$ cat src/core/rsd_pkg.sv
// constants and types for the synthesiser core
package rsd_pkg;
    // register addresses on the host port
    localparam logic [7:0] ADDR_DIV_LOAD = 8'hB2;
    localparam logic [7:0] ADDR_CTRL = 8'hB3;
    localparam logic [7:0] ADDR_STATUS = 8'hB4;
    // counter widths and channel count
    localparam int N_W = 20;
    localparam int R_W = 13;
    localparam int NCH = 2;
    // control register: one byte per channel, channel 2 at +8
    localparam int CTL_CH_STRIDE = 8;
    localparam int CTL_EN = 0;
    localparam int CTL_SET = 1;
    localparam int CTL_TOL4 = 2;
    localparam int CTL_GAIN = 3;
    localparam int CTL_MASK = 4;
    localparam int CTL_REFSEL = 7;
    localparam logic [15:0] CTL_RESET = 16'h0000;
    // status register fields
    localparam int ST_LOCK = 0;
    localparam int ST_UNLOCK = 2;
    // data load words: 0 = N low, 1 = N high, 2 = R, 3 = commit
    localparam int LD_NLO_W = 14;
    localparam int LD_NHI_W = 6;
    localparam int LD_CH_BIT = 0;
    localparam int LD_SET_BIT = 1;
    // lock tolerances and error limit in reference cycles, lock history depth
    localparam logic [2:0] TOL_ONE = 3'h1;
    localparam logic [2:0] TOL_FOUR = 3'h4;
    localparam logic [2:0] ERR_MAX = 3'h7;
    localparam int HIST_LEN = 3;

    // division values of one set
    typedef struct packed {
        logic [N_W-1:0] n;
        logic [R_W-1:0] r;
    } rsd_div_t;

    // per-channel control fields
    typedef struct packed {
        logic irq_en;
        logic gain;
        logic tol4;
        logic set_b;
        logic en;
    } rsd_cfg_t;

    // data load sequence
    typedef enum logic [1:0] {LD_NLO, LD_NHI, LD_R, LD_COMMIT} rsd_ld_t;
endpackage

$ cat src/core/rsd_chan.sv
// one synthesiser channel: dividers, phase detector, lock detector
`timescale 1ns/1ps
module rsd_chan (
    input wire logic clk,
    input wire logic rst_n,
    input wire logic ref_tick,
    input wire logic fb_tick,
    input rsd_pkg::rsd_cfg_t cfg,
    input rsd_pkg::rsd_div_t div,
    output logic cp_up,
    output logic cp_dn,
    output logic lock
);
    logic [rsd_pkg::R_W-1:0] r_cnt_r; // reference divider count
    logic [rsd_pkg::N_W-1:0] n_cnt_r; // feedback divider count
    logic r_pulse; // end of reference division cycle
    logic n_pulse; // end of feedback division cycle
    logic [2:0] err_r; // phase error in reference cycles
    logic [rsd_pkg::HIST_LEN-1:0] hist_r; // last lock samples
    logic good; // current sample within tolerance

    assign r_pulse = cfg.en && ref_tick && (r_cnt_r <= 13'h0001);
    assign n_pulse = cfg.en && fb_tick && (n_cnt_r <= 20'h00001);

    // reference divider, reload from active set each cycle
    always_ff @(posedge clk or negedge rst_n)
    begin
        if (!rst_n)
            r_cnt_r <= 13'h0000;
        else if (!cfg.en)
            r_cnt_r <= div.r;
        else if (r_pulse)
            r_cnt_r <= div.r;
        else if (ref_tick)
            r_cnt_r <= r_cnt_r - 13'h0001;
    end

    // feedback divider on the prescaled oscillator
    always_ff @(posedge clk or negedge rst_n)
    begin
        if (!rst_n)
            n_cnt_r <= 20'h00000;
        else if (!cfg.en)
            n_cnt_r <= div.n;
        else if (n_pulse)
            n_cnt_r <= div.n;
        else if (fb_tick)
            n_cnt_r <= n_cnt_r - 20'h00001;
    end

    // phase-frequency detector; both high resets the pair
    always_ff @(posedge clk or negedge rst_n)
    begin
        if (!rst_n)
        begin
            cp_up <= 1'b0;
            cp_dn <= 1'b0;
        end
        else if (!cfg.en || (cp_up && cp_dn))
        begin
            cp_up <= 1'b0;
            cp_dn <= 1'b0;
        end
        else
        begin
            // reference ahead pumps up, feedback ahead pumps down
            cp_up <= cp_up | r_pulse;
            cp_dn <= cp_dn | n_pulse;
        end
    end

    // phase error width in undivided reference cycles, saturating
    always_ff @(posedge clk or negedge rst_n)
    begin
        if (!rst_n)
            err_r <= 3'h0;
        else if (cp_up && cp_dn)
            err_r <= 3'h0;
        else if ((cp_up ^ cp_dn) && ref_tick && err_r != rsd_pkg::ERR_MAX)
            err_r <= err_r + 3'h1;
    end

    assign good = err_r <= (cfg.tol4 ? rsd_pkg::TOL_FOUR
                                     : rsd_pkg::TOL_ONE);

    // three-deep history, sampled at each detector reset
    always_ff @(posedge clk or negedge rst_n)
    begin
        if (!rst_n)
            hist_r <= 3'h0;
        else if (!cfg.en)
            hist_r <= 3'h0;
        else if (cp_up && cp_dn)
            hist_r <= {hist_r[1:0], good};
    end

    // majority vote: one stray miss does not drop lock
    always_ff @(posedge clk or negedge rst_n)
    begin
        if (!rst_n)
            lock <= 1'b0;
        else
            lock <= (hist_r[0] & hist_r[1]) | (hist_r[0] & hist_r[2])
                  | (hist_r[1] & hist_r[2]);
    end
endmodule // rsd_chan

$ cat src/core/rsd_top.sv
// synthesiser core top: host registers, reference select, two channels
`timescale 1ns/1ps
module rsd_top (
    input wire logic clk,
    input wire logic rst_n,
    input wire logic [7:0] reg_addr,
    input wire logic [15:0] reg_wdata,
    input wire logic reg_wr,
    input wire logic reg_rd,
    output logic [15:0] reg_rdata,
    output logic irq,
    input wire logic xtal_clk_in,
    input wire logic synth_ref_input,
    input wire logic [1:0] fb_in,
    output logic [1:0] cp_up,
    output logic [1:0] cp_dn,
    output logic [1:0] cp_hi_gain
);
    logic [15:0] ctrl_r; // control register
    rsd_pkg::rsd_div_t set_a_r [rsd_pkg::NCH]; // first division set
    rsd_pkg::rsd_div_t set_b_r [rsd_pkg::NCH]; // second division set
    rsd_pkg::rsd_ld_t ld_r; // data load position
    logic [rsd_pkg::LD_NLO_W-1:0] stg_nlo_r; // staged N low bits
    logic [rsd_pkg::LD_NHI_W-1:0] stg_nhi_r; // staged N high bits
    logic [rsd_pkg::R_W-1:0] stg_r_r; // staged R value
    logic [1:0] xt_s1_r; // crystal synchroniser, stage 1 and 2
    logic [1:0] rf_s1_r; // dedicated input synchroniser
    logic ref_d_r; // selected reference, previous value
    logic ref_tick; // one-cycle reference edge
    logic [1:0] fb_s1_r;
    logic [1:0] fb_s2_r;
    logic [1:0] fb_d_r;
    logic [1:0] lock; // majority-voted lock per channel
    logic [1:0] lock_d_r; // lock one cycle ago
    logic [1:0] unlock_r; // sticky loss-of-lock events
    logic [1:0] irq_mask;
    logic wr_data; // write to the data register
    logic wr_ctrl;
    logic rd_status;
    logic ref_now;

    // decode of the host port
    function automatic logic hit(input logic [7:0] a, input logic [7:0] b);
        hit = (a == b);
    endfunction

    assign wr_data = reg_wr && hit(reg_addr, rsd_pkg::ADDR_DIV_LOAD);
    assign wr_ctrl = reg_wr && hit(reg_addr, rsd_pkg::ADDR_CTRL);
    assign rd_status = reg_rd && hit(reg_addr, rsd_pkg::ADDR_STATUS);

    // control register; fields act from the next clock, set select at the next divider reload
    always_ff @(posedge clk or negedge rst_n)
    begin
        if (!rst_n)
            ctrl_r <= rsd_pkg::CTL_RESET;
        else if (wr_ctrl)
            ctrl_r <= reg_wdata;
    end

    // four-write load sequence; nothing reaches a set until commit
    always_ff @(posedge clk or negedge rst_n)
    begin
        if (!rst_n)
            ld_r <= rsd_pkg::LD_NLO;
        else if (wr_data)
        begin
            case (ld_r)
                rsd_pkg::LD_NLO: ld_r <= rsd_pkg::LD_NHI;
                rsd_pkg::LD_NHI: ld_r <= rsd_pkg::LD_R;
                rsd_pkg::LD_R: ld_r <= rsd_pkg::LD_COMMIT;
                default: ld_r <= rsd_pkg::LD_NLO;
            endcase
        end
    end

    // staging of partial values
    always_ff @(posedge clk or negedge rst_n)
    begin
        if (!rst_n)
        begin
            stg_nlo_r <= 14'h0000;
            stg_nhi_r <= 6'h00;
            stg_r_r <= 13'h0000;
        end
        else if (wr_data)
        begin
            // the last word lands elsewhere, so only three cases here
            case (ld_r)
                rsd_pkg::LD_NLO: stg_nlo_r <= reg_wdata[13:0];
                rsd_pkg::LD_NHI: stg_nhi_r <= reg_wdata[5:0];
                rsd_pkg::LD_R: stg_r_r <= reg_wdata[12:0];
                default: stg_r_r <= stg_r_r;
            endcase
        end
    end

    // commit into one set of one channel; no interlock against live use
    genvar g;
    generate
        for (g = 0; g < rsd_pkg::NCH; g++)
        begin : g_set
            always_ff @(posedge clk or negedge rst_n)
            begin
                if (!rst_n)
                begin
                    set_a_r[g] <= '0;
                    set_b_r[g] <= '0;
                end
                else if (wr_data && ld_r == rsd_pkg::LD_COMMIT
                         && reg_wdata[rsd_pkg::LD_CH_BIT] == 1'(g))
                begin
                    // host keeps the live set untouched
                    if (reg_wdata[rsd_pkg::LD_SET_BIT])
                        set_b_r[g] <= {stg_nhi_r, stg_nlo_r, stg_r_r};
                    else
                        set_a_r[g] <= {stg_nhi_r, stg_nlo_r, stg_r_r};
                end
            end
        end
    endgenerate

    // pin inputs pass two flip-flops before any logic reads them
    always_ff @(posedge clk or negedge rst_n)
    begin
        if (!rst_n)
        begin
            xt_s1_r <= 2'h0;
            rf_s1_r <= 2'h0;
            fb_s1_r <= 2'h0;
            fb_s2_r <= 2'h0;
        end
        else
        begin
            xt_s1_r <= {xt_s1_r[0], xtal_clk_in};
            rf_s1_r <= {rf_s1_r[0], synth_ref_input};
            fb_s1_r <= fb_in;
            fb_s2_r <= fb_s1_r;
        end
    end

    // one reference for both channels
    assign ref_now = ctrl_r[rsd_pkg::CTL_REFSEL] ? rf_s1_r[1]
                                                 : xt_s1_r[1];

    // edge detection of reference and feedback
    always_ff @(posedge clk or negedge rst_n)
    begin
        if (!rst_n)
        begin
            ref_d_r <= 1'b0;
            fb_d_r <= 2'h0;
        end
        else
        begin
            ref_d_r <= ref_now;
            fb_d_r <= fb_s2_r;
        end
    end

    assign ref_tick = ref_now & ~ref_d_r;

    // two identical channels; set labels carry no meaning
    generate
        for (g = 0; g < rsd_pkg::NCH; g++)
        begin : g_ch
            rsd_pkg::rsd_cfg_t cfg;
            logic [7:0] byte_c;
            assign byte_c = ctrl_r[g*rsd_pkg::CTL_CH_STRIDE +: 8];
            assign cfg.en = byte_c[rsd_pkg::CTL_EN];
            assign cfg.set_b = byte_c[rsd_pkg::CTL_SET];
            assign cfg.tol4 = byte_c[rsd_pkg::CTL_TOL4];
            assign cfg.gain = byte_c[rsd_pkg::CTL_GAIN];
            assign cfg.irq_en = byte_c[rsd_pkg::CTL_MASK];
            assign irq_mask[g] = cfg.irq_en;
            rsd_chan u_chan (
                .clk(clk),
                .rst_n(rst_n),
                .ref_tick(ref_tick),
                .fb_tick(fb_s2_r[g] & ~fb_d_r[g]),
                .cfg(cfg),
                .div(cfg.set_b ? set_b_r[g] : set_a_r[g]),
                .cp_up(cp_up[g]),
                .cp_dn(cp_dn[g]),
                .lock(lock[g])
            );
            // pump current level, 4:1 between settings
            always_ff @(posedge clk or negedge rst_n)
            begin
                if (!rst_n)
                    cp_hi_gain[g] <= 1'b0;
                else
                    cp_hi_gain[g] <= cfg.gain;
            end
        end
    endgenerate

    // loss-of-lock events; a new event beats a read-clear
    always_ff @(posedge clk or negedge rst_n)
    begin
        if (!rst_n)
        begin
            lock_d_r <= 2'h0;
            unlock_r <= 2'h0;
        end
        else
        begin
            lock_d_r <= lock;
            unlock_r <= (rd_status ? 2'h0 : unlock_r)
                      | (lock_d_r & ~lock);
        end
    end

    // interrupt only for unmasked events
    always_ff @(posedge clk or negedge rst_n)
    begin
        if (!rst_n)
            irq <= 1'b0;
        else
            irq <= |(unlock_r & irq_mask);
    end

    // read port; write-only and unmapped addresses read zero
    always_ff @(posedge clk or negedge rst_n)
    begin
        if (!rst_n)
            reg_rdata <= 16'h0000;
        else if (rd_status)
            reg_rdata <= {12'h000, unlock_r, lock};
        else if (reg_rd)
            reg_rdata <= 16'h0000;
    end
endmodule // rsd_top

$ cat config.mk
export PLATFORM = sky130hd
export DESIGN_NAME = rsd_top
export DESIGN_NICKNAME = d
export VERILOG_FILES = /design/src/core/rsd_pkg.sv /design/src/core/rsd_chan.sv /design/src/core/rsd_top.sv
export SDC_FILE = /design/constraint.sdc
export NUM_CORES = 1
export LEC_CHECK = 0
export BUFFER_PORTS_ARGS = -buffer_cell sky130_fd_sc_hd__buf_2
export CAP_MARGIN = 10
export CORE_MARGIN = 3
export CORE_UTILIZATION = 62
export CTS_CLUSTER_DIAMETER = 50
export CTS_CLUSTER_SIZE = 16
export DETAILED_ROUTE_END_ITERATION = 16
export PLACE_DENSITY_LB_ADDON = 0.12
export SYNTH_ARGS = -nofsm -noshare
export SYNTH_HDL_FRONTEND = slang
export SYNTH_SLANG_ARGS = --single-unit
export TNS_END_PERCENT = 5
$ cat constraint.sdc
create_clock -name clk -period 2.87 [get_ports clk]
set_input_delay 0.1435 -clock clk [delete_from_list [all_inputs] [get_ports clk]]
set_output_delay 0.1435 -clock clk [all_outputs]
set_load 0.01 [all_outputs]
Yosys cells after proc, flatten, opt, wreduce, memory -nomap -nowiden --
Cells that the tools add are included.
Cells by class: add/sub/neg operators 6, magnitude comparators 6, equal/unequal tests 14, mux-type cells 33, bitwise gates (word level) 28, reductions and logical operators 36
Operators by type and width (count):
- $mux W20 | 6
- $mux W13 | 6
- $mux W33 | 2
- $le A20 B1 Y1 const B | 2
- $sub A20 B1 Y20 const B | 2
- $mux W16 | 2
- $mux W3 | 10
- $le A13 B1 Y1 const B | 2
- $sub A13 B1 Y13 const B | 2
- $eq A8 B8 Y1 const B | 3
- $logic_and A1 B1 Y1 | 20
- $reduce_and A2 Y1 | 7
- $ne A3 B1 Y1 const B | 4
- $and A1 B1 Y1 | 9
- $or A1 B1 Y1 | 8
- $add A3 B1 Y3 const B | 2
- $le A3 B3 Y1 | 2
- $ne A3 B3 Y1 const B | 2
- $pmux W2 S3 | 1
- $reduce_bool A2 Y1 | 3
- $mux W1 | 5
- $not A1 Y1 | 5
- $and A2 B2 Y2 | 2
- $eq A2 B2 Y1 const B | 2
- 10 further kinds | 14
Storage, ports and cells: register bits 298, bits of input ports 32, output and inout bits 23, logic and storage cells 162

Depth between registers and ports, before layout --
Gate-level depths: netlist (run 1).
depth in word-level cells 6, gate-level depth with buffers 8

Modules after synthesis --
Synthesis (run 1) repeated with hierarchy kept, for this count alone.
Second synthesis, totals: cell total of the unflattened synthesis 1169, area total of the unflattened synthesis 14318.7 µm²
Modules (own cells, without submodules):
- rsd_top | times used 1, cells an instance 525, area an instance 8913.5 µm², sequential area each 5004.8 µm²
- rsd_chan at g_ch[1].u_chan | times used 1, cells an instance 326, area an instance 2731.4 µm², sequential area each 1051.0 µm²
- rsd_chan at g_ch[0].u_chan | times used 1, cells an instance 318, area an instance 2673.8 µm², sequential area each 1051.0 µm²

Worst setup path after synthesis (run 1) --
Ideal clock, no wire load.
path type flip-flop to flip-flop, start register g_ch[0].u_chan.r_cnt_r[0] in the netlist's numbering, end register g_ch[0].u_chan.r_cnt_r[10] in the netlist's numbering, library setup time 0.086 ns, arrival time 2.049 ns, required time 2.784 ns, setup slack 0.735 ns, stages on the path, launching flop included 9, path buffers 1, cell sequence dfrtp_1 > clkbuf_1 > inv_1 > ha_1 > nor3b_1 > nand2_1 > or3_1 > a211o_1 > a32oi_1
Between the ends: word-level cells in the longest chain between the ends 4, elaborated cells between the ends (all ways) 7
RTL lines:
- from (decl) | line rsd_chan.sv:14 | logic [rsd_pkg::R_W-1:0] r_cnt_r;
- from (signal assigned) | line rsd_chan.sv:31 | r_cnt_r <= div.r;
- from (signal assigned) | line rsd_chan.sv:33 | r_cnt_r <= div.r;
- from (signal assigned) | line rsd_chan.sv:35 | r_cnt_r <= r_cnt_r - 13'h0001;
- $sub A13 B1 Y13 or $le A13 B1 Y1 (tied branches) | line rsd_chan.sv:35, rsd_chan.sv:22
- $mux W13 or $logic_and A1 B1 Y1 (tied branches) | line rsd_chan.sv:34, rsd_chan.sv:22
- $mux W13 | line rsd_chan.sv:32 | else if (r_pulse)
- $mux W13 | line rsd_chan.sv:30 | else if (!cfg.en)
Several ways; a longest one is shown, not always the timed one. The select of a mux whose other input is x is not followed. A chain may end at the register's enable or synchronous reset.

Final worst setup path (run 1) --
start register g_ch[0].u_chan.n_cnt_r[0] in the netlist's numbering, end register g_ch[0].u_chan.n_cnt_r[9] in the netlist's numbering
Between the ends: word-level cells in the longest chain between the ends 4, elaborated cells between the ends (all ways) 7
RTL lines:
- from (decl) | line rsd_chan.sv:15 | logic [rsd_pkg::N_W-1:0] n_cnt_r;
- from (signal assigned) | line rsd_chan.sv:44 | n_cnt_r <= div.n;
- from (signal assigned) | line rsd_chan.sv:46 | n_cnt_r <= div.n;
- from (signal assigned) | line rsd_chan.sv:48 | n_cnt_r <= n_cnt_r - 20'h00001;
- $sub A20 B1 Y20 or $le A20 B1 Y1 (tied branches) | line rsd_chan.sv:48, rsd_chan.sv:23
- $mux W20 or $logic_and A1 B1 Y1 (tied branches) | line rsd_chan.sv:47, rsd_chan.sv:23
- $mux W20 | line rsd_chan.sv:45 | else if (n_pulse)
- $mux W20 | line rsd_chan.sv:43 | else if (!cfg.en)
Several ways; a longest one is shown, not always the timed one. The select of a mux whose other input is x is not followed.

==> results_dict.tcl, run 1 <==
set metrics [dict create \
    outcome "completed" \
    synth_top_flop_cell "dfrtp_1" \
    cp-end-kind "register" \
    drive_gt1_frac 0.280 \
    dieArea_um2 23800 \
    coreArea_um2 21300 \
    crit_arrival_ns 2.88 \
    cts_root_buf "clkbuf_16" \
    slew_headroom 0.382 \
    top_level_ports 55 \
    synth.largest_area_cell "dfrtp_1" \
    vias_per_cell 6.16 \
    crit_path_start_kind "register" \
    cts.sinks 284 \
    grt_use_met2 0.417 \
    yosysTopAreaCellShare 0.522 \
    worstSetupPathType "reg -> reg" \
    stdcell_count 1483 \
    grt_max_degree 96 \
    grtUsageMet1 0.343 \
    routed_wl_um 29300 \
    power_frac_comb 0.094 \
    p_sw_frac 0.249 \
    worst_pin_slew_ns 0.919 \
    nets 1240 \
    grt-ovfl-total 0 \
    syn_avg_cell_area_um2 12.1 \
    internal_power_uw 6880 \
    layout_min_cycle_time_ns 2.44 \
    period_share 0.852 \
    dp_hpwl_um 19400 \
    portBuffers 40 \
    grt_pass1_wl_um 47700 \
    vdd_ir_drop_max_uv 487 \
    startpoint "g_ch[0].u_chan.n_cnt_r[0]$_DFFE_PN0P_" \
    p_sw_uw 2280 \
    async_flop_share 1.00 \
    slew_viol_final 0 \
    clkPwrFrac 0.453 \
    drt_pass1_iterations 5 \
    finalInstanceArea_um2 15400 \
    synth_seq_cells 284 \
    cts_tree "built" \
    cts.clk_slew.worst_paths_ns 0.07 \
    hold_viol_final 0 \
    synthTopCellsByArea "dfrtp_1 (52%), mux2_2 (15%), mux2i_1 (4.4%)" \
    hp-class "in -> reg" \
    met3_usage 0.0297 \
    required_ns 3.30 \
    post_cts_buffers 0 \
    yosysWarnings 0 \
    first_iter_violations 459 \
    ant_nets 0 \
    diodes 0 \
    dieHeight_um 154 \
    synthCells 1124 \
    finalSetupViolations 0 \
    initial_core_util 0.640 \
    pwr-share-seq 0.453 \
    area_delta_synth_final_pct 13.0 \
    synth_edf_count 0 \
    grt_busiest_layer "met2" \
    placed_area_um2 14100 \
    place_inst 1409 \
    cts_resized 0 \
    numCtsBuffers 29 \
    drc 0 \
    clock_latency_ns 0.55 \
    antenna_found_initial 0 \
    h-tree-depth 1 \
    synth_cell_types 82 \
    mappedNetlistArea_um2 13600 \
    gp_congestion 0.890 \
    fin_setup_tns_ns 0 \
    ys_seq_area_frac 0.522 \
    rsz0062_at_grt "false" \
    wl_per_cell_um 19.7 \
    leakage_uw 0.00737 \
    cap_violations 0 \
    hp-start "reg_addr[0]" \
    num_rows 53 \
    r2r-start "g_ch[0].u_chan.n_cnt_r[0]$_DFFE_PN0P_" \
    fmax_ghz 0.409 \
    final_common_cell "dfrtp_1" \
    clock_skew_ns 0.0127 \
    grt_pass1_vias 9075 \
    cts_buffer_depth 3 \
    gr-usage-all-layers 0.245 \
    p_per_area_nw_per_um2 595 \
    vias 9140 \
    final_cell_mix "dfrtp_1 (282), mux2_2 (182), mux2i_1 (60)" \
    die_x_um 154 \
    worstPathMaxFanout 11 \
]
==> stage by stage <==
step | setup WS [ns] | total power, uW | utilization | hold WS [ns]
2_1_floorplan | 0.735 | 4770 | - | -0.152
3_3_place_gp | 0.508 | 5040 | 0.662 | 0.227
3_5_place_dp | 0.471 | 5060 | 0.662 | 0.219
4_1_cts | 0.444 | 9220 | 0.723 | 0.00936
5_1_grt | 0.307 | 9480 | 0.723 | 0.0329
6_report | 0.426 | 9160 | 0.723 | 0.0197
==> worst max-delay path, stage by stage (launching register included) <==
cell     delay, ns
dfrtp_1       0.41
inv_1         0.12
ha_1          0.28
nor2_1        0.07
or3_1         0.43
o31a_1        0.48
and3_1        0.24
a311o_1       0.31
==> final cells by class <==
class / instances / area [um2]
clock buffer: 31 / 743
clock inverter: 22 / 334
fill: 1500 / 5900
inverter: 32 / 120
multi-input combinational: 742 / 5980
sequential: 284 / 7110
tap: 275 / 344
timing repair buffer: 97 / 753
==> final timing paths <==
kind / endpoint / slack [ns] / depth (start not counted)
max: g_ch[0].u_chan.n_cnt_r[9]$_DFFE_PN0P_ / 0.43 / 7
min: unlock_r[0]$_DFF_PN0_ / 0.02 / 3
max reg2reg: g_ch[0].u_chan.n_cnt_r[9]$_DFFE_PN0P_ / 0.43 / 7
min reg2reg: fb_s2_r[0]$_DFF_PN0_ / 0.35 / 0
max in group asynchronous: set_b_r[43]$_DFFE_PN0P_ / 1.76 / 3
min in group asynchronous: g_ch[0].u_chan.n_cnt_r[12]$_DFFE_PN0P_ / 0.20 / 2
==> synthesized netlist by cell type (all sizes together), types with 3 or more instances <==
| cell type | number |
|---|---|
| or2 | 3 |
| buf | 48 |
| a211o | 4 |
| o2bb2ai | 8 |
| nor3 | 38 |
| nor2b | 15 |
| or4 | 14 |
| a211oi | 11 |
| nand2b | 7 |
| o31ai | 7 |
| nand3 | 27 |
| and4b | 3 |
| nand2 | 50 |
| clkbuf | 29 |
| o211ai | 4 |
| o221ai | 6 |
| o21a | 5 |
| o2111ai | 3 |
| and3 | 5 |
| a32oi | 9 |
| o311a | 4 |
| a31oi | 8 |
| xnor2 | 6 |
| and4 | 7 |
| mux2i | 60 |
| a22oi | 12 |
| a21oi | 18 |
| nor3b | 7 |
| o21ai | 43 |
| a221oi | 4 |
| mux2 | 186 |
| nor2 | 40 |
| o22ai | 16 |
| nand4 | 13 |
| nor4 | 18 |
| inv | 31 |
| a221o | 3 |
| dfrtp | 284 |
| ha | 22 |
| or3 | 11 |
==> flip-flops by register name, summed over array words and instances (netlist names), 11 cells and up <==
signal	count
stg_r_r	13
set_a_r	66
ctrl_r	11
stg_nlo_r	14
g_ch.u_chan.n_cnt_r	40
set_b_r	66
g_ch.u_chan.r_cnt_r	26
==> cells by family (layout without fill, tap and decap cells) <==
kind of cell | after synthesis | after routing | share of synthesized area
xor+xnor | 7 | 7 | 0.00450
simple gates | 269 | 269 | 0.115
fa+ha+maj | 24 | 24 | 0.0217
buf+inv | 109 | 182 | 0.0417
compound gates | 184 | 184 | 0.0967
mux | 246 | 246 | 0.198
flops | 284 | 284 | 0.522
other cells | 1 | 12 | 0.000275
==> power groups by stage <==
stage	clock network, uW	logic (uW)	registers [uW]
floorplan	0	585	4190
finish	4150	859	4150
detailed placement	0	832	4230
global route	4370	953	4160
global placement	0	819	4220
CTS	4210	859	4150
==> metal layers <==
metal / vias up / part of all wire
met5: - / 0
met2: 172 / 0.49
li1: 4281 / -
met4: 0 / 0.023
met3: 49 / 0.033
met1: 4638 / 0.45
==> timing repair <==
item / CTS / global route
hold buffers: 21 / 0
endpoints found under the setup margin: 0 / 0
hold endpoints to repair: 139 / 0
(Power assumes the default switching activity.)
==> run 2, diff against run 1 <==
--- a/config.mk
+++ b/config.mk
@@ -7,7 +7,6 @@
 export LEC_CHECK = 0
 export BUFFER_PORTS_ARGS = -buffer_cell sky130_fd_sc_hd__buf_2
 export CAP_MARGIN = 10
-export CORE_MARGIN = 3
 export CORE_UTILIZATION = 62
 export CTS_CLUSTER_DIAMETER = 50
 export CTS_CLUSTER_SIZE = 16
==> results_dict.tcl, run 2 (synthesized netlist as in run 1, its figures left out) <==
set metrics [dict create \
    hold_viol_final 0 \
    p_per_area_nw_per_um2 581 \
    portBuffers 40 \
    fin_setup_tns_ns 0 \
    drc 0 \
    grt_max_degree 87 \
    cp-end-kind "register" \
    final-seq-area_um2 7110 \
    rsz0062_at_grt "false" \
    initial_core_util 0.640 \
    vias 9184 \
    cts.clk_slew.worst_paths_ns 0.06 \
    outcome "completed" \
    holdPathStages 5 \
    grt-ovfl-total 0 \
    cts.sinks 284 \
    area_delta_synth_final_pct 12.5 \
    required_ns 3.28 \
    die_x_um 150 \
    slew_viol_final 0 \
    ant_nets 0 \
    num_rows 53 \
    slew_headroom 0.499 \
    final_common_cell "dfrtp_1" \
    clock_skew_ns 0.0129 \
    top_level_ports 55 \
    clock_latency_ns 0.55 \
    worstSetupPathType "reg -> reg" \
    first_iter_violations 507 \
    cts_resized 0 \
    placed_area_um2 14100 \
    fmax_ghz 0.411 \
    vias_per_cell 6.19 \
    grt_pass1_wl_um 47300 \
    wl_per_cell_um 19.8 \
    finalInstanceArea_um2 15300 \
    fin_ws_ns 0.439 \
    dieHeight_um 150 \
    cts_root_buf "clkbuf_16" \
    top_regs "set_a_r: 66 flops, set_b_r: 66 flops, g_ch.u_chan.n_cnt_r: 40 flops" \
    diodes 0 \
    routed_wl_um 29300 \
    cap_violations 0 \
    numCtsBuffers 29 \
    coreArea_um2 21300 \
    finalSetupViolations 0 \
    worst_pin_slew_ns 0.750 \
    h-tree-depth 1 \
    cts_buffer_depth 3 \
    layout_min_cycle_time_ns 2.43 \
    nets 1241 \
    vdd_ir_drop_max_uv 553 \
    fillers 1487 \
    dieArea_um2 22600 \
    utilization 0.719 \
    drt_pass1_iterations 5 \
    worstPathMaxFanout 13 \
    multi_input_area_um2 5980 \
    dp_slack_ns 0.452 \
    grt_pass1_vias 9005 \
    drive_gt1_frac 0.280 \
    cts_tree "built" \
    reg2reg_depth 8 \
    hp-class "in -> reg" \
    dp_hpwl_um 19800 \
    hp-start "reg_addr[2]" \
    crit_arrival_ns 2.84 \
    r2r-end "g_ch[0].u_chan.n_cnt_r[1]$_DFFE_PN0P_" \
    final_cell_mix "dfrtp_1 (282), mux2_2 (182), mux2i_1 (60)" \
    post_cts_buffers 0 \
    crit_path_start_kind "register" \
    gp_congestion 0.903 \
    leakage_uw 0.00736 \
    gr-usage-all-layers 0.270 \
    antenna_found_initial 1 \
    r2r-start "g_ch[0].u_chan.n_cnt_r[0]$_DFFE_PN0P_" \
    period_share 0.847 \
    hold_path_end "reg_rdata[0]$_DFFE_PN0P_" \
    r2r_slack_ns 0.44 \
]
[run 2: cell count changes in the layout (fill, tap and decap cells not counted), sizes merged]
cell,delta
bufinv,-4
buf,-1
inv,+5
clkinvlp,-1
clkinv,-1
clkbuf,+1
dlygate4sd3,+2
[run 2: power by group]
group	total, uW	switching, uW	internal (uW)	leakage (uW)
Sequential	4150	81.1	4060	0.00391
Clock	3880	1710	2170	0.000485
Combinational	870	532	338	0.00296
[run 2: metrics by stage]
step	hold slack (ns)	total power, uW	instances
3_5_place_dp	0.188	5060	1408
2_1_floorplan	-0.152	4770	1135
5_1_grt	0.0369	9220	1484
6_report	0.0183	8900	1484
3_3_place_gp	0.194	5040	1408
4_1_cts	0.00687	8960	1484
[run 2: routing by layer]
layer  routed length, um  track usage  vias up
li1                    -            -     4291
met3                1070       0.0355       50
met2               14400        0.454      186
met4                 808       0.0793        0
met5                   0            0        -
met1               13100        0.369     4657
[run 2: worst max-delay path, cell delays in order (launching register included)]
cell and delay (ns):
dfrtp_1 0.41, inv_1 0.12, ha_1 0.24, nor2_1 0.06, or3_1 0.43, o31a_1 0.49
buf_4 0.24, a211oi_1 0.22, a311oi_1 0.07
[run 2: area by class of cell]
cell class	count	area share
inverters	32	0.00784
flip-flops and latches	284	0.464
clock inverters	21	0.0147
repair buffers	98	0.0500
multi-input cells	742	0.391
clock buffers	32	0.0501
well taps	275	0.0225
[run 2: how the worst max path moves through the flow]
stage                                                      from                                      to  slack [ns]  depth (start not counted)
after floorplan           g_ch[0].u_chan.r_cnt_r[0]$_DFFE_PN0P_  g_ch[0].u_chan.r_cnt_r[10]$_DFFE_PN0P_        0.74                          8
after global placement    g_ch[0].u_chan.n_cnt_r[0]$_DFFE_PN0P_   g_ch[0].u_chan.n_cnt_r[1]$_DFFE_PN0P_        0.49                          8
after detailed placement  g_ch[0].u_chan.n_cnt_r[0]$_DFFE_PN0P_   g_ch[0].u_chan.n_cnt_r[1]$_DFFE_PN0P_        0.45                          8
after CTS                 g_ch[0].u_chan.n_cnt_r[0]$_DFFE_PN0P_   g_ch[0].u_chan.n_cnt_r[1]$_DFFE_PN0P_        0.43                          8
after global routing      g_ch[0].u_chan.n_cnt_r[0]$_DFFE_PN0P_   g_ch[0].u_chan.n_cnt_r[1]$_DFFE_PN0P_        0.30                          8
final                     g_ch[0].u_chan.n_cnt_r[0]$_DFFE_PN0P_   g_ch[0].u_chan.n_cnt_r[1]$_DFFE_PN0P_        0.44                          8
[run 2: repair_timing]
item | in CTS | in global routing
endpoints found under the hold margin | 130 | 0
hold buffers | 23 | 0
endpoints found under the setup margin | 0 | 0
==> run 3, diff against run 2 <==
==> constraint.sdc (replaced) <==
create_clock -name clk -period 2.3 [get_ports clk]
set_input_delay 0.115 -clock clk [delete_from_list [all_inputs] [get_ports clk]]
set_output_delay 0.115 -clock clk [all_outputs]
set_load 0.01 [all_outputs]
==> results_dict.tcl, run 3 (synthesized netlist as in run 1, its figures left out) <==
set metrics [dict create \
    vdd_ir_drop_max_uv 608 \
    num_rows 53 \
    nets 1263 \
    fin_setup_tns_ns 0 \
    cts_buffer_depth 3 \
    hp-class "in -> reg" \
    final_cell_mix "dfrtp_1 (282), mux2_2 (182), mux2i_1 (60)" \
    dp_hpwl_um 19900 \
    clock_skew_ns 0.0146 \
    first_iter_violations 547 \
    cts_root_buf "clkbuf_16" \
    dieHeight_um 150 \
    coreArea_um2 21300 \
    initial_core_util 0.640 \
    outcome "completed" \
    area_delta_synth_final_pct 14.0 \
    worstSetupPathType "reg -> reg" \
    p_total_uw 11200 \
    top_regs "set_a_r: 66 flops, set_b_r: 66 flops, g_ch.u_chan.n_cnt_r: 40 flops" \
    rsz0062_at_grt "false" \
    antenna_found_initial 0 \
    finalSetupViolations 0 \
    numCtsBuffers 30 \
    final_common_cell "dfrtp_1" \
    required_ns 2.77 \
    leakage_uw 0.00747 \
    hold_viol_final 0 \
    cp-end-kind "register" \
    slew_headroom 0.542 \
    fmax_ghz 0.458 \
    vias_per_cell 6.15 \
    drive_gt1_frac 0.297 \
    cts.sinks 284 \
    worstPathMaxFanout 7 \
    grt_pass1_wl_um 48600 \
    cts_tree "built" \
    grt_pass1_vias 9246 \
    slew_viol_final 0 \
    dieArea_um2 22600 \
    period_share 0.949 \
    clock_latency_ns 0.55 \
    ant_nets 0 \
    cts.clk_slew.worst_paths_ns 0.07 \
    wl_per_cell_um 19.5 \
    layout_min_cycle_time_ns 2.18 \
    p_per_area_nw_per_um2 719 \
    grt_max_degree 63 \
    grt-ovfl-total 0 \
    drc 0 \
    fillers 1472 \
    drt_pass1_iterations 5 \
    worst_pin_slew_ns 0.687 \
    vias 9280 \
    routed_wl_um 29300 \
    utilization 0.729 \
    gp_congestion 0.888 \
    die_x_um 150 \
    crit_arrival_ns 2.65 \
    crit_path_start_kind "register" \
    top_level_ports 55 \
    h-tree-depth 1 \
    portBuffers 40 \
    cap_violations 0 \
    gr-usage-all-layers 0.276 \
    post_cts_buffers 0 \
]
## run 3: changes by cell type in the layout (fill, tap and decap cells not counted), moves of 2 or more
| cell | before | now |
|---|---|---|
| clkinvlp_4 | 3 | 5 |
| clkbuf_8 | 3 | 1 |
| clkbuf_16 | 29 | 31 |
| buf_12 | 5 | 8 |
| dlygate4sd3_1 | 23 | 19 |
| buf_4 | 30 | 52 |
| inv_8 | 4 | 6 |
## run 3: path summary, 6_finish.rpt
path	from	end	slack (ns)	cells past startpoint
max reg2reg	g_ch[1].u_chan.n_cnt_r[2]$_DFFE_PN0P_	g_ch[1].u_chan.n_cnt_r[15]$_DFFE_PN0P_	0.12	5
max in group asynchronous	rst_n	lock_d_r[1]$_DFF_PN0_	1.51	3
min	reg_wdata[0]	ctrl_r[0]$_DFFE_PN0P_	0.01	2
min in group asynchronous	rst_n	g_ch[0].u_chan.n_cnt_r[15]$_DFFE_PN0P_	0.06	2
max	g_ch[1].u_chan.n_cnt_r[2]$_DFFE_PN0P_	g_ch[1].u_chan.n_cnt_r[15]$_DFFE_PN0P_	0.12	5
min reg2reg	rf_s1_r[0]$_DFF_PN0_	rf_s1_r[1]$_DFF_PN0_	0.35	0
## run 3: power by group
part / switching (uW) / internal [uW] / total, uW
combinational: 667 / 472 / 1140
sequential: 106 / 5070 / 5180
clock: 2160 / 2690 / 4850
total: 2930 / 8230 / 11200
## run 3: stage by stage
step / hold WS [ns] / setup WS, ns / std cells / cell area [um2]
4_1_cts: 0.00104 / 0.0929 / 1507 / 15500
6_report: 0.0108 / 0.118 / 1508 / 15500
5_1_grt: 0.00797 / 0.00773 / 1507 / 15500
2_1_floorplan: -0.181 / 0.165 / 1135 / 13700
3_5_place_dp: 0.0744 / 0.105 / 1433 / 14300
3_3_place_gp: 0.0731 / 0.127 / 1433 / 14300
## run 3: layout make-up
cell class,count,area (um2),share of cell area
sequential,284,7110,0.458
multi-input combinational,742,5990,0.386
timing repair buffer,119,951,0.0613
clock buffer,32,790,0.0509
tap,275,344,0.0222
clock inverter,23,220,0.0142
inverter,32,120,0.00774
antenna,1,2.50,0.000161
## run 3: what timing repair did
| item | CTS | global route |
|---|---|---|
| endpoints found under the setup margin | 0 | 3 |
| hold endpoints to repair | 332 | 0 |
| hold buffers | 19 | 0 |
| gates resized for setup | 0 | 1 |
## run 3: worst max-delay path, stage by stage (launching register included)
cell,delay (ns)
dfrtp_1,0.46
nor4_4,0.40
and4_1,0.37
nor4b_4,0.46
o21ai_0,0.19
a32oi_1,0.22
## run 3: layer usage
metal  up-vias  wire (um)  GRT usage
li1       4336          -          -
met1      4717      13000      0.373
met2       183      14700      0.474
met3        44        948     0.0330
met4         0        624     0.0717
met5         -          0          0
